## src/common/sst_defs.vh

```
// constants for the swap / skip / table-read / xor execution block
// assumes inclusion by bare name from design files under logic/
`ifndef SST_DEFS_VH
`define SST_DEFS_VH

// operation select codes on op_code
`define SST_OP_NONE   4'h0
`define SST_OP_NIBBLE_EXCHANGE_TO_ACCUMULATOR  4'h1
`define SST_OP_SKZ    4'h2
`define SST_OP_SKZA   4'h3
`define SST_OP_SKBIT  4'h4
`define SST_OP_TRDC   4'h5
`define SST_OP_TRDL   4'h6
`define SST_OP_XORA   4'h7
`define SST_OP_EXCLUSIVE_OR_INTO_MEMORY   4'h8
`define SST_OP_XORI   4'h9

// widths
`define SST_PC_W      11
`define SST_PAGE_W    3
// last program page number (2k words of 256)
`define SST_LAST_PAGE 3'h7

// reset values
`define SST_ACC_RST   8'h00
`define SST_TABLE_HIGH_LATCH_RST  8'h00
`define SST_ZF_RST    1'b0

// table read occupies this many machine cycles
`define SST_TRD_CYCLES 2

`endif

```

## src/logic/sst_alu.v

```verilog
// combinational result unit: swap, xor, zero tests
// assumes operands stable for the cycle they are used
`timescale 1ns/1ps
`include "sst_defs.vh"

module sst_alu (
  input wire [3:0] op_code,
  input wire [7:0] acc,
  input wire [7:0] mem_data,
  input wire [7:0] imm_data,
  input wire [2:0] bit_sel,
  output reg [7:0] result,
  output reg skip_cond,
  output wire res_zero
);
  // result and skip condition per operation
  always @* begin
    result = acc;
    skip_cond = 1'b0;
    case (op_code)
      `SST_OP_NIBBLE_EXCHANGE_TO_ACCUMULATOR: result = {mem_data[3:0], mem_data[7:4]};
      `SST_OP_SKZ: skip_cond = (mem_data == 8'h00);
      `SST_OP_SKZA: begin
        result = mem_data;
        skip_cond = (mem_data == 8'h00);
      end
      `SST_OP_SKBIT: skip_cond = ~mem_data[bit_sel];
      `SST_OP_XORA, `SST_OP_EXCLUSIVE_OR_INTO_MEMORY: result = acc ^ mem_data;
      `SST_OP_XORI: result = acc ^ imm_data;
      default: result = acc;
    endcase
  end

  assign res_zero = (result == 8'h00);
endmodule // sst_alu

```

## src/logic/sst_exec.v

```verilog
// execution unit for swap, skip, table read and xor operations
// assumes the core presents one decoded op per machine cycle on op_valid,
// and that program memory answers a read in the same cycle (rom_data)
// limitation: carry and the other flags except zero live outside this block
`timescale 1ns/1ps
`include "sst_defs.vh"

module sst_exec (
  input wire core_clk,
  input wire reset,
  input wire op_valid,
  input wire [3:0] op_code,
  input wire [7:0] mem_data,
  input wire [7:0] mem_addr,
  input wire [7:0] imm_data,
  input wire [2:0] bit_sel,
  input wire [7:0] table_pointer,
  input wire [10:0] cur_pc,
  input wire [15:0] rom_data,
  output wire busy,
  output wire rom_rd,
  output wire [10:0] rom_addr,
  output reg [7:0] acc_q,
  output reg zero_flag_q,
  output reg [7:0] table_high_latch_q,
  output reg mem_wr_q,
  output reg [7:0] mem_wr_addr_q,
  output reg [7:0] mem_wr_data_q,
  output reg skip_next_q,
  output reg dummy_cycle_q
);
  localparam ST_IDLE = 2'h0;
  localparam ST_DUMMY = 2'h1;
  localparam ST_TRD = 2'h2;

  reg [1:0] state_q;
  reg [1:0] state_d;
  reg [7:0] trd_addr_q;
  reg [2:0] trd_page_q;
  wire [7:0] alu_res;
  wire alu_skip;
  wire alu_zero;
  wire is_trd;

  sst_alu u_alu (
    .op_code(op_code),
    .acc(acc_q),
    .mem_data(mem_data),
    .imm_data(imm_data),
    .bit_sel(bit_sel),
    .result(alu_res),
    .skip_cond(alu_skip),
    .res_zero(alu_zero)
  );

  assign is_trd = (op_code == `SST_OP_TRDC) || (op_code == `SST_OP_TRDL);
  // new ops are refused while a dummy or table cycle is in progress
  assign busy = (state_q != ST_IDLE);
  // rom read happens in the second cycle of a table read
  assign rom_rd = (state_q == ST_TRD);
  // page from pc or last page, word from pointer
  assign rom_addr = {trd_page_q, table_pointer};

  // next state
  always @* begin
    state_d = ST_IDLE;
    case (state_q)
      ST_IDLE: begin
        if (op_valid && is_trd) begin
          state_d = ST_TRD;
        end else if (op_valid && alu_skip) begin
          state_d = ST_DUMMY;
        end
      end
      ST_DUMMY: state_d = ST_IDLE;
      ST_TRD: state_d = ST_IDLE;
      default: state_d = ST_IDLE;
    endcase
  end

  // decoded take strobes; nothing is taken while busy
  wire op_take;
  wire take_swap;
  wire take_skza;
  wire take_xor_acc;
  wire take_exclusive_or_into_memory;
  wire take_trdc;
  wire take_trdl;
  wire take_skip;
  // next values of the registered outputs
  reg [7:0] acc_d;
  reg zero_flag_d;
  reg [7:0] table_high_latch_d;
  reg mem_wr_d;
  reg [7:0] mem_wr_addr_d;
  reg [7:0] mem_wr_data_d;
  reg skip_next_d;
  reg dummy_cycle_d;
  reg [7:0] trd_addr_d;
  reg [2:0] trd_page_d;

  // op decode, gated by the idle state so refused ops leave no trace
  assign op_take = op_valid && (state_q == ST_IDLE);
  assign take_swap = op_take && (op_code == `SST_OP_NIBBLE_EXCHANGE_TO_ACCUMULATOR);
  assign take_skza = op_take && (op_code == `SST_OP_SKZA);
  assign take_xor_acc = op_take && ((op_code == `SST_OP_XORA) || (op_code == `SST_OP_XORI));
  assign take_exclusive_or_into_memory = op_take && (op_code == `SST_OP_EXCLUSIVE_OR_INTO_MEMORY);
  assign take_trdc = op_take && (op_code == `SST_OP_TRDC);
  assign take_trdl = op_take && (op_code == `SST_OP_TRDL);
  // table ops never request a skip
  assign take_skip = op_take && alu_skip && !is_trd;

  // accumulator next value; skz, skbit, table and memory xor leave it alone
  always @* begin
    // hold unless an acc-writing op is taken
    acc_d = acc_q;
    if (take_swap || take_skza) begin
      acc_d = alu_res;
    end
    if (take_xor_acc) begin
      acc_d = alu_res;
    end
  end

  // zero flag: only the xor group writes it
  always @* begin
    // hold; swap, skip and table ops keep every flag
    zero_flag_d = zero_flag_q;
    if (take_xor_acc || take_exclusive_or_into_memory) begin
      zero_flag_d = alu_zero;
    end
  end

  // memory write port; address and data hold between pulses
  always @* begin
    mem_wr_d = 1'b0;
    mem_wr_addr_d = mem_wr_addr_q;
    mem_wr_data_d = mem_wr_data_q;
    // the two sources never coincide: a table cycle is busy
    // xor result back to memory
    if (take_exclusive_or_into_memory) begin
      mem_wr_d = 1'b1;
      mem_wr_addr_d = mem_addr;
      mem_wr_data_d = alu_res;
    end
    if (state_q == ST_TRD) begin
      mem_wr_d = 1'b1;
      mem_wr_addr_d = trd_addr_q;
      mem_wr_data_d = rom_data[7:0];
    end
  end

  // table-high latch holds until the next table read
  always @* begin
    table_high_latch_d = table_high_latch_q;
    if (state_q == ST_TRD) begin
      table_high_latch_d = rom_data[15:8];
    end
  end

  // table read capture: target address and page
  always @* begin
    trd_addr_d = trd_addr_q;
    trd_page_d = trd_page_q;
    // page is frozen at take so a pc step cannot move the read
    // current page from pc
    if (take_trdc) begin
      trd_addr_d = mem_addr;
      trd_page_d = cur_pc[10:8];
    end
    if (take_trdl) begin
      trd_addr_d = mem_addr;
      trd_page_d = `SST_LAST_PAGE;
    end
  end

  // skip request and dummy marker
  always @* begin
    skip_next_d = take_skip;
    dummy_cycle_d = (state_d == ST_DUMMY);
  end

  // state register
  always @(posedge core_clk or posedge reset) begin
    if (reset) begin
      state_q <= ST_IDLE;
    end else begin
      state_q <= state_d;
    end
  end

  // accumulator register
  always @(posedge core_clk or posedge reset) begin
    if (reset) begin
      acc_q <= `SST_ACC_RST;
    end else begin
      acc_q <= acc_d;
    end
  end

  // zero flag register
  always @(posedge core_clk or posedge reset) begin
    if (reset) begin
      zero_flag_q <= `SST_ZF_RST;
    end else begin
      zero_flag_q <= zero_flag_d;
    end
  end

  // table-high latch register
  always @(posedge core_clk or posedge reset) begin
    if (reset) begin
      table_high_latch_q <= `SST_TABLE_HIGH_LATCH_RST;
    end else begin
      table_high_latch_q <= table_high_latch_d;
    end
  end

  // memory write strobe, one cycle wide
  always @(posedge core_clk or posedge reset) begin
    if (reset) begin
      mem_wr_q <= 1'b0;
    end else begin
      mem_wr_q <= mem_wr_d;
    end
  end

  // memory write address
  always @(posedge core_clk or posedge reset) begin
    if (reset) begin
      mem_wr_addr_q <= 8'h00;
    end else begin
      mem_wr_addr_q <= mem_wr_addr_d;
    end
  end

  // memory write data
  always @(posedge core_clk or posedge reset) begin
    if (reset) begin
      mem_wr_data_q <= 8'h00;
    end else begin
      mem_wr_data_q <= mem_wr_data_d;
    end
  end

  // skip request pulse to the fetch side
  always @(posedge core_clk or posedge reset) begin
    if (reset) begin
      skip_next_q <= 1'b0;
    end else begin
      skip_next_q <= skip_next_d;
    end
  end

  // dummy cycle marker
  always @(posedge core_clk or posedge reset) begin
    if (reset) begin
      dummy_cycle_q <= 1'b0;
    end else begin
      dummy_cycle_q <= dummy_cycle_d;
    end
  end

  // table read target address
  always @(posedge core_clk or posedge reset) begin
    if (reset) begin
      trd_addr_q <= 8'h00;
    end else begin
      trd_addr_q <= trd_addr_d;
    end
  end

  // table read page
  always @(posedge core_clk or posedge reset) begin
    if (reset) begin
      trd_page_q <= 3'h0;
    end else begin
      trd_page_q <= trd_page_d;
    end
  end
endmodule // sst_exec

```

## config.mk

```make
export PLATFORM = sky130hd
export DESIGN_NAME = sst_exec
export DESIGN_NICKNAME = d
export VERILOG_FILES = /design/src/logic/sst_alu.v /design/src/logic/sst_exec.v
export VERILOG_INCLUDE_DIRS = /design/src /design/src/common
export SDC_FILE = /design/constraint.sdc
export NUM_CORES = 1
export LEC_CHECK = 0
export ABC_CLOCK_PERIOD_IN_PS = 2600
export BUFFER_PORTS_ARGS = -buffer_cell sky130_fd_sc_hd__buf_2
export CORE_MARGIN = 8
export CORE_UTILIZATION = 47
export CTS_CLUSTER_DIAMETER = 40
export CTS_CLUSTER_SIZE = 14
export DETAILED_ROUTE_END_ITERATION = 10
export HOLD_SLACK_MARGIN = 0.05
export PLACE_DENSITY = 0.83
export SETUP_SLACK_MARGIN = 0.4
export SKIP_CTS_REPAIR_TIMING = 1
export SLEW_MARGIN = 20
export SYNTH_ARGS = -nofsm -noshare
export SYNTH_HDL_FRONTEND = slang
export SYNTH_SLANG_ARGS = --single-unit
export TNS_END_PERCENT = 1
```

## constraint.sdc

```tcl
create_clock -name core_clk -period 2.6 [get_ports core_clk]
set_input_delay 0.26 -clock core_clk [delete_from_list [all_inputs] [get_ports core_clk]]
set_output_delay 0.26 -clock core_clk [all_outputs]
set_load 0.02 [all_outputs]
```

==> tab_implementation.tex <==
\begin{tabular}{lr}
\hline
Metric & Value \\
\hline
\multicolumn{2}{l}{\textbf{Pwr}} \\
Static leakage & 1.60 nW \\
Power per cell area & $\sim$800 nW/um\^{}2 \\
Worst voltage drop across the vdd grid & 489 uV \\
\multicolumn{2}{l}{\textbf{Detailed routing}} \\
Via-per-instance ratio & 5.46 \\
WL met1 & 2790 um \\
Topmost layer with routed signal wires & met4 \\
Remaining DRCs & 0 \\
Overall routed net length & 7060 um \\
Routed length on met3 & 767 um \\
Count of routing violations after the opening detailed-route iteration & $\sim$110 \\
Wire length on met2 & roughly 3500 um \\
Post-route ant nets & 0 \\
Drt pass-1 iters & 4 \\
Via count of the routed design & 2245 \\
WL/cell & 17.2 um \\
\multicolumn{2}{l}{\textbf{STA}} \\
Tightest Pin Transition & 0.859 ns \\
Total negative slack for setup checks & 0 ns \\
Max-slew violation total from the final report & 0 \\
Worst slack on hold paths & 0.0862 ns \\
Relative slew slack & 42.7\% \\
Unrepaired setup endpoints after global routing & false \\
Post-route clock period utilization & about three quarters \\
Final Setup Violations & 0 \\
Final Critical Period & 1.96 ns \\
Hold violation count in the final report & 0 \\
Achievable frequency & roughly 510 MHz \\
Layout Skew & 0.00900 ns \\
Slack of the critical path & 0.636 ns \\
\multicolumn{2}{l}{\textbf{Critical path}} \\
Worst reg-to-reg path cell count & 5 \\
Flop-to-flop setup slack & 0.91 ns \\
Critical path cell sequence & buf\_2 -> nor3b\_4 -> and2\_4 -> mux2\_4 -> o21ba\_2 -> o22a\_1 -> nor4\_1 -> a31o\_1 \\
Critical path start-end classification & input port to flip-flop \\
Delay contributed by the slowest stage of the critical path & roughly 0.33 ns \\
Startpoint types & input port \\
Crit path from & op\_code[3] \\
Worst reg2reg endpoint & trd\_addr\_q[4] \\
Worst flop-to-flop path startpoint & state\_q[1] \\
Data arrival time of the critical path & 2.21 ns \\
Required @ worst endpoint & $\sim$2.9 ns \\
Capture point of the critical path & zero\_flag\_q \\
Maximum fanout along the worst path & 13 \\
Endpoint kind of the worst setup timing path & flip-flop \\
Crit-path slowest cell & sky130\_fd\_sc\_hd\_\_nor4\_1 \\
\multicolumn{2}{l}{\textbf{Final layout}} \\
Syn-to-layout area delta & 22.4\% \\
Number of standard cells in the final layout excluding fillers & 411 \\
Share of layout cells above drive strength 1 & 46.9\% \\
Finished Cell Area & 3250 um\^{}2 \\
Layout fillers & 496 \\
Final-stage net count & 407 \\
Inserted Diodes & 0 \\
\multicolumn{2}{l}{\textbf{Yosys}} \\
Syn Inst Count & 251 \\
Top cell type's share of synthesized area & 46.2\% \\
Netlist area before placement & 2660 um\^{}2 \\
Number of synthesized flops with an enable pin & 0 \\
Sequential element share of the synthesized area & 46.2\% \\
Per-instance average area after synthesis & 10.6 um\^{}2 \\
Total nets after synthesis & 320 \\
Primary flip-flop cell chosen by synthesis mapping & sky130\_fd\_sc\_hd\_\_dfrtp\_1 \\
Cell types with the largest area share after synthesis & sky130\_fd\_sc\_hd\_\_dfrtp\_1, sky130\_fd\_sc\_hd\_\_mux2\_2, sky130\_fd\_sc\_hd\_\_nand2\_1 \\
Cell type contributing the most total cell area after synthesis & sky130\_fd\_sc\_hd\_\_dfrtp\_1 \\
Post-synthesis sequential element count & slightly below 50 \\
Warning count from the yosys run & 0 \\
Distinct cell type count after synthesis & 37 \\
Async S/R FF share, synth & 100\% \\
\multicolumn{2}{l}{\textbf{Floorplanning}} \\
Ports & 118 \\
Die Span X & 91.2 um \\
Die H & 91.2 um \\
Area enclosed by the die boundary & 8310 um\^{}2 \\
Core Box Area & 5470 um\^{}2 \\
Initial cell density of the core & about half \\
Site Rows & 27 \\
\multicolumn{2}{l}{\textbf{Clocking}} \\
Total number of H-tree levels & 2 \\
Clock Latency Late Sink & 0.31 ns \\
Clock sink count & 49 \\
TritonCTS buffer count & 5 \\
Deepest clock path buffer count & 2 \\
Clock root buffer master & sky130\_fd\_sc\_hd\_\_clkbuf\_8 \\
TritonCTS clock tree & yes \\
Clock slew seen by the registers of the worst setup and hold paths & around 0.10 ns \\
\multicolumn{2}{l}{\textbf{Outcome}} \\
Status & complete, no violations \\
\multicolumn{2}{l}{\textbf{Global routing}} \\
Wire length of the first global-routing pass & 11600 um \\
Residual overflow from global routing & 0 \\
Number of global-route vias before repair & 2388 \\
All-Layer GR Usage & between 15 and 20\% \\
Maximum number of pins on one net before global-route repair & 50 \\
Initial antenna violation count & 0 \\
\multicolumn{2}{l}{\textbf{Place}} \\
Number of I/O port buffers & 93 \\
Detailed Place HPWL & 5410 um \\
Worst slack at placement & about 0.31 ns \\
Final estimated routing congestion in global placement & around 0.85 \\
Instance area after placement & 3150 um\^{}2 \\
Dpl cells & 403 \\
\multicolumn{2}{l}{\textbf{Min path}} \\
Hold Path Class & input port to async pin \\
\multicolumn{2}{l}{\textbf{Run}} \\
Number of violations of the max-capacitance limit & 0 \\
\hline
\end{tabular}
-- cell families after synthesis --
logic type | count (synthesis) | synth area share, %
simple gates | 88 | 16.0
compound gates | 52 | 14.8
flops | 49 | 46.2
mux | 37 | 17.0
buf+inv | 24 | 5.65
xor+xnor | 1 | 0.330
-- sequential cells by signal (all words and copies together) (netlist names) --
signal,count
acc_q,8
mem_wr_addr_q,8
mem_wr_data_q,8
table_high_latch_q,8
trd_addr_q,8
trd_page_q,3
state_q,2
dummy_cycle_q,1
mem_wr_q,1
skip_next_q,1
zero_flag_q,1
-- metal layers --
metal  vias up  global-route usage [%]
li1       1063                       -
met1      1073                    19.7
met2       104                    28.2
met3         5                    6.75
met4         0                    4.09
met5         -                       0
-- synthesized netlist by cell type, types with 2 or more instances --
library cell,instances
sky130_fd_sc_hd__nor2b_1,11
sky130_fd_sc_hd__buf_1,2
sky130_fd_sc_hd__o21ba_2,7
sky130_fd_sc_hd__a21oi_1,10
sky130_fd_sc_hd__buf_4,9
sky130_fd_sc_hd__nor3_1,10
sky130_fd_sc_hd__mux2_2,28
sky130_fd_sc_hd__mux4_2,2
sky130_fd_sc_hd__clkbuf_1,6
sky130_fd_sc_hd__nand2_1,34
sky130_fd_sc_hd__a211oi_1,7
sky130_fd_sc_hd__nor2_1,21
sky130_fd_sc_hd__buf_2,2
sky130_fd_sc_hd__nor4_1,4
sky130_fd_sc_hd__a22oi_1,16
sky130_fd_sc_hd__o22a_1,7
sky130_fd_sc_hd__mux2i_1,2
sky130_fd_sc_hd__mux2_4,4
sky130_fd_sc_hd__dfrtp_1,49
sky130_fd_sc_hd__inv_1,3
-- worst max-delay path: cells and delay by family --
kind                   cells  cell delay (ns)
and+or+nand+nor            3             0.83
AOI/OAI and AO/OA          3             0.57
muxes                      1             0.32
buffers and inverters      1             0.21
-- final cells by class --
class                      instances  area, um^2  area share [%]
multi-input combinational        178        1300            40.0
timing repair buffer             101         526            16.2
clock inverter                     3        26.3           0.809
inverter                           3        12.5           0.385
clock buffer                       5        68.8            2.12
tap                               72        90.1            2.77
sequential                        49        1230            37.7
-- power breakdown --
part | internal [mW] | total, mW | switching, mW
sequential | 0.984 | 1.13 | 0.142
combinational | 0.405 | 0.967 | 0.563
clock | 0.196 | 0.478 | 0.282
total | 1.58 | 2.57 | 0.986
-- metrics by stage --
stage,util [%],power [mW]
2_1_floorplan,-,1.76
3_3_place_gp,57.6,2.08
3_5_place_dp,57.6,2.12
4_1_cts,59.4,2.60
5_1_grt,59.4,2.74
6_report,59.4,2.57
-- placed cells by master (no fill, tap or decap), drive strengths merged --
master / netlist / final
clkinvlp: 0 / 2
mux4: 2 / 2
nor3b: 3 / 3
nand4: 1 / 1
a32o: 1 / 1
dfrtp: 49 / 49
a31o: 1 / 1
nor4b: 1 / 1
and2: 1 / 1
o21ba: 7 / 7
inv: 3 / 3
clkbuf: 6 / 5
xnor2: 1 / 1
nor2: 22 / 22
buf: 15 / 101
nand2: 34 / 34
a22oi: 16 / 16
nor2b: 11 / 11
a31oi: 1 / 1
mux2i: 2 / 2
nand2b: 1 / 1
a211oi: 7 / 7
o22a: 7 / 7
clkinv: 0 / 1
nor3: 10 / 10
nor4: 4 / 4
o21ai: 1 / 1
mux2: 33 / 33
a21oi: 10 / 10
a211o: 1 / 1
-- worst min path at each step --
stage / end / cells past startpoint
2_1_floorplan: mem_wr_addr_q[0] / 2
3_3_place_gp: mem_wr_addr_q[1] / 2
3_5_place_dp: mem_wr_addr_q[1] / 2
4_1_cts: mem_wr_data_q[0] / 3
5_1_grt: table_high_latch_q[4] / 2
6_report: trd_addr_q[6] / 2
(Power assumes the default switching activity.)
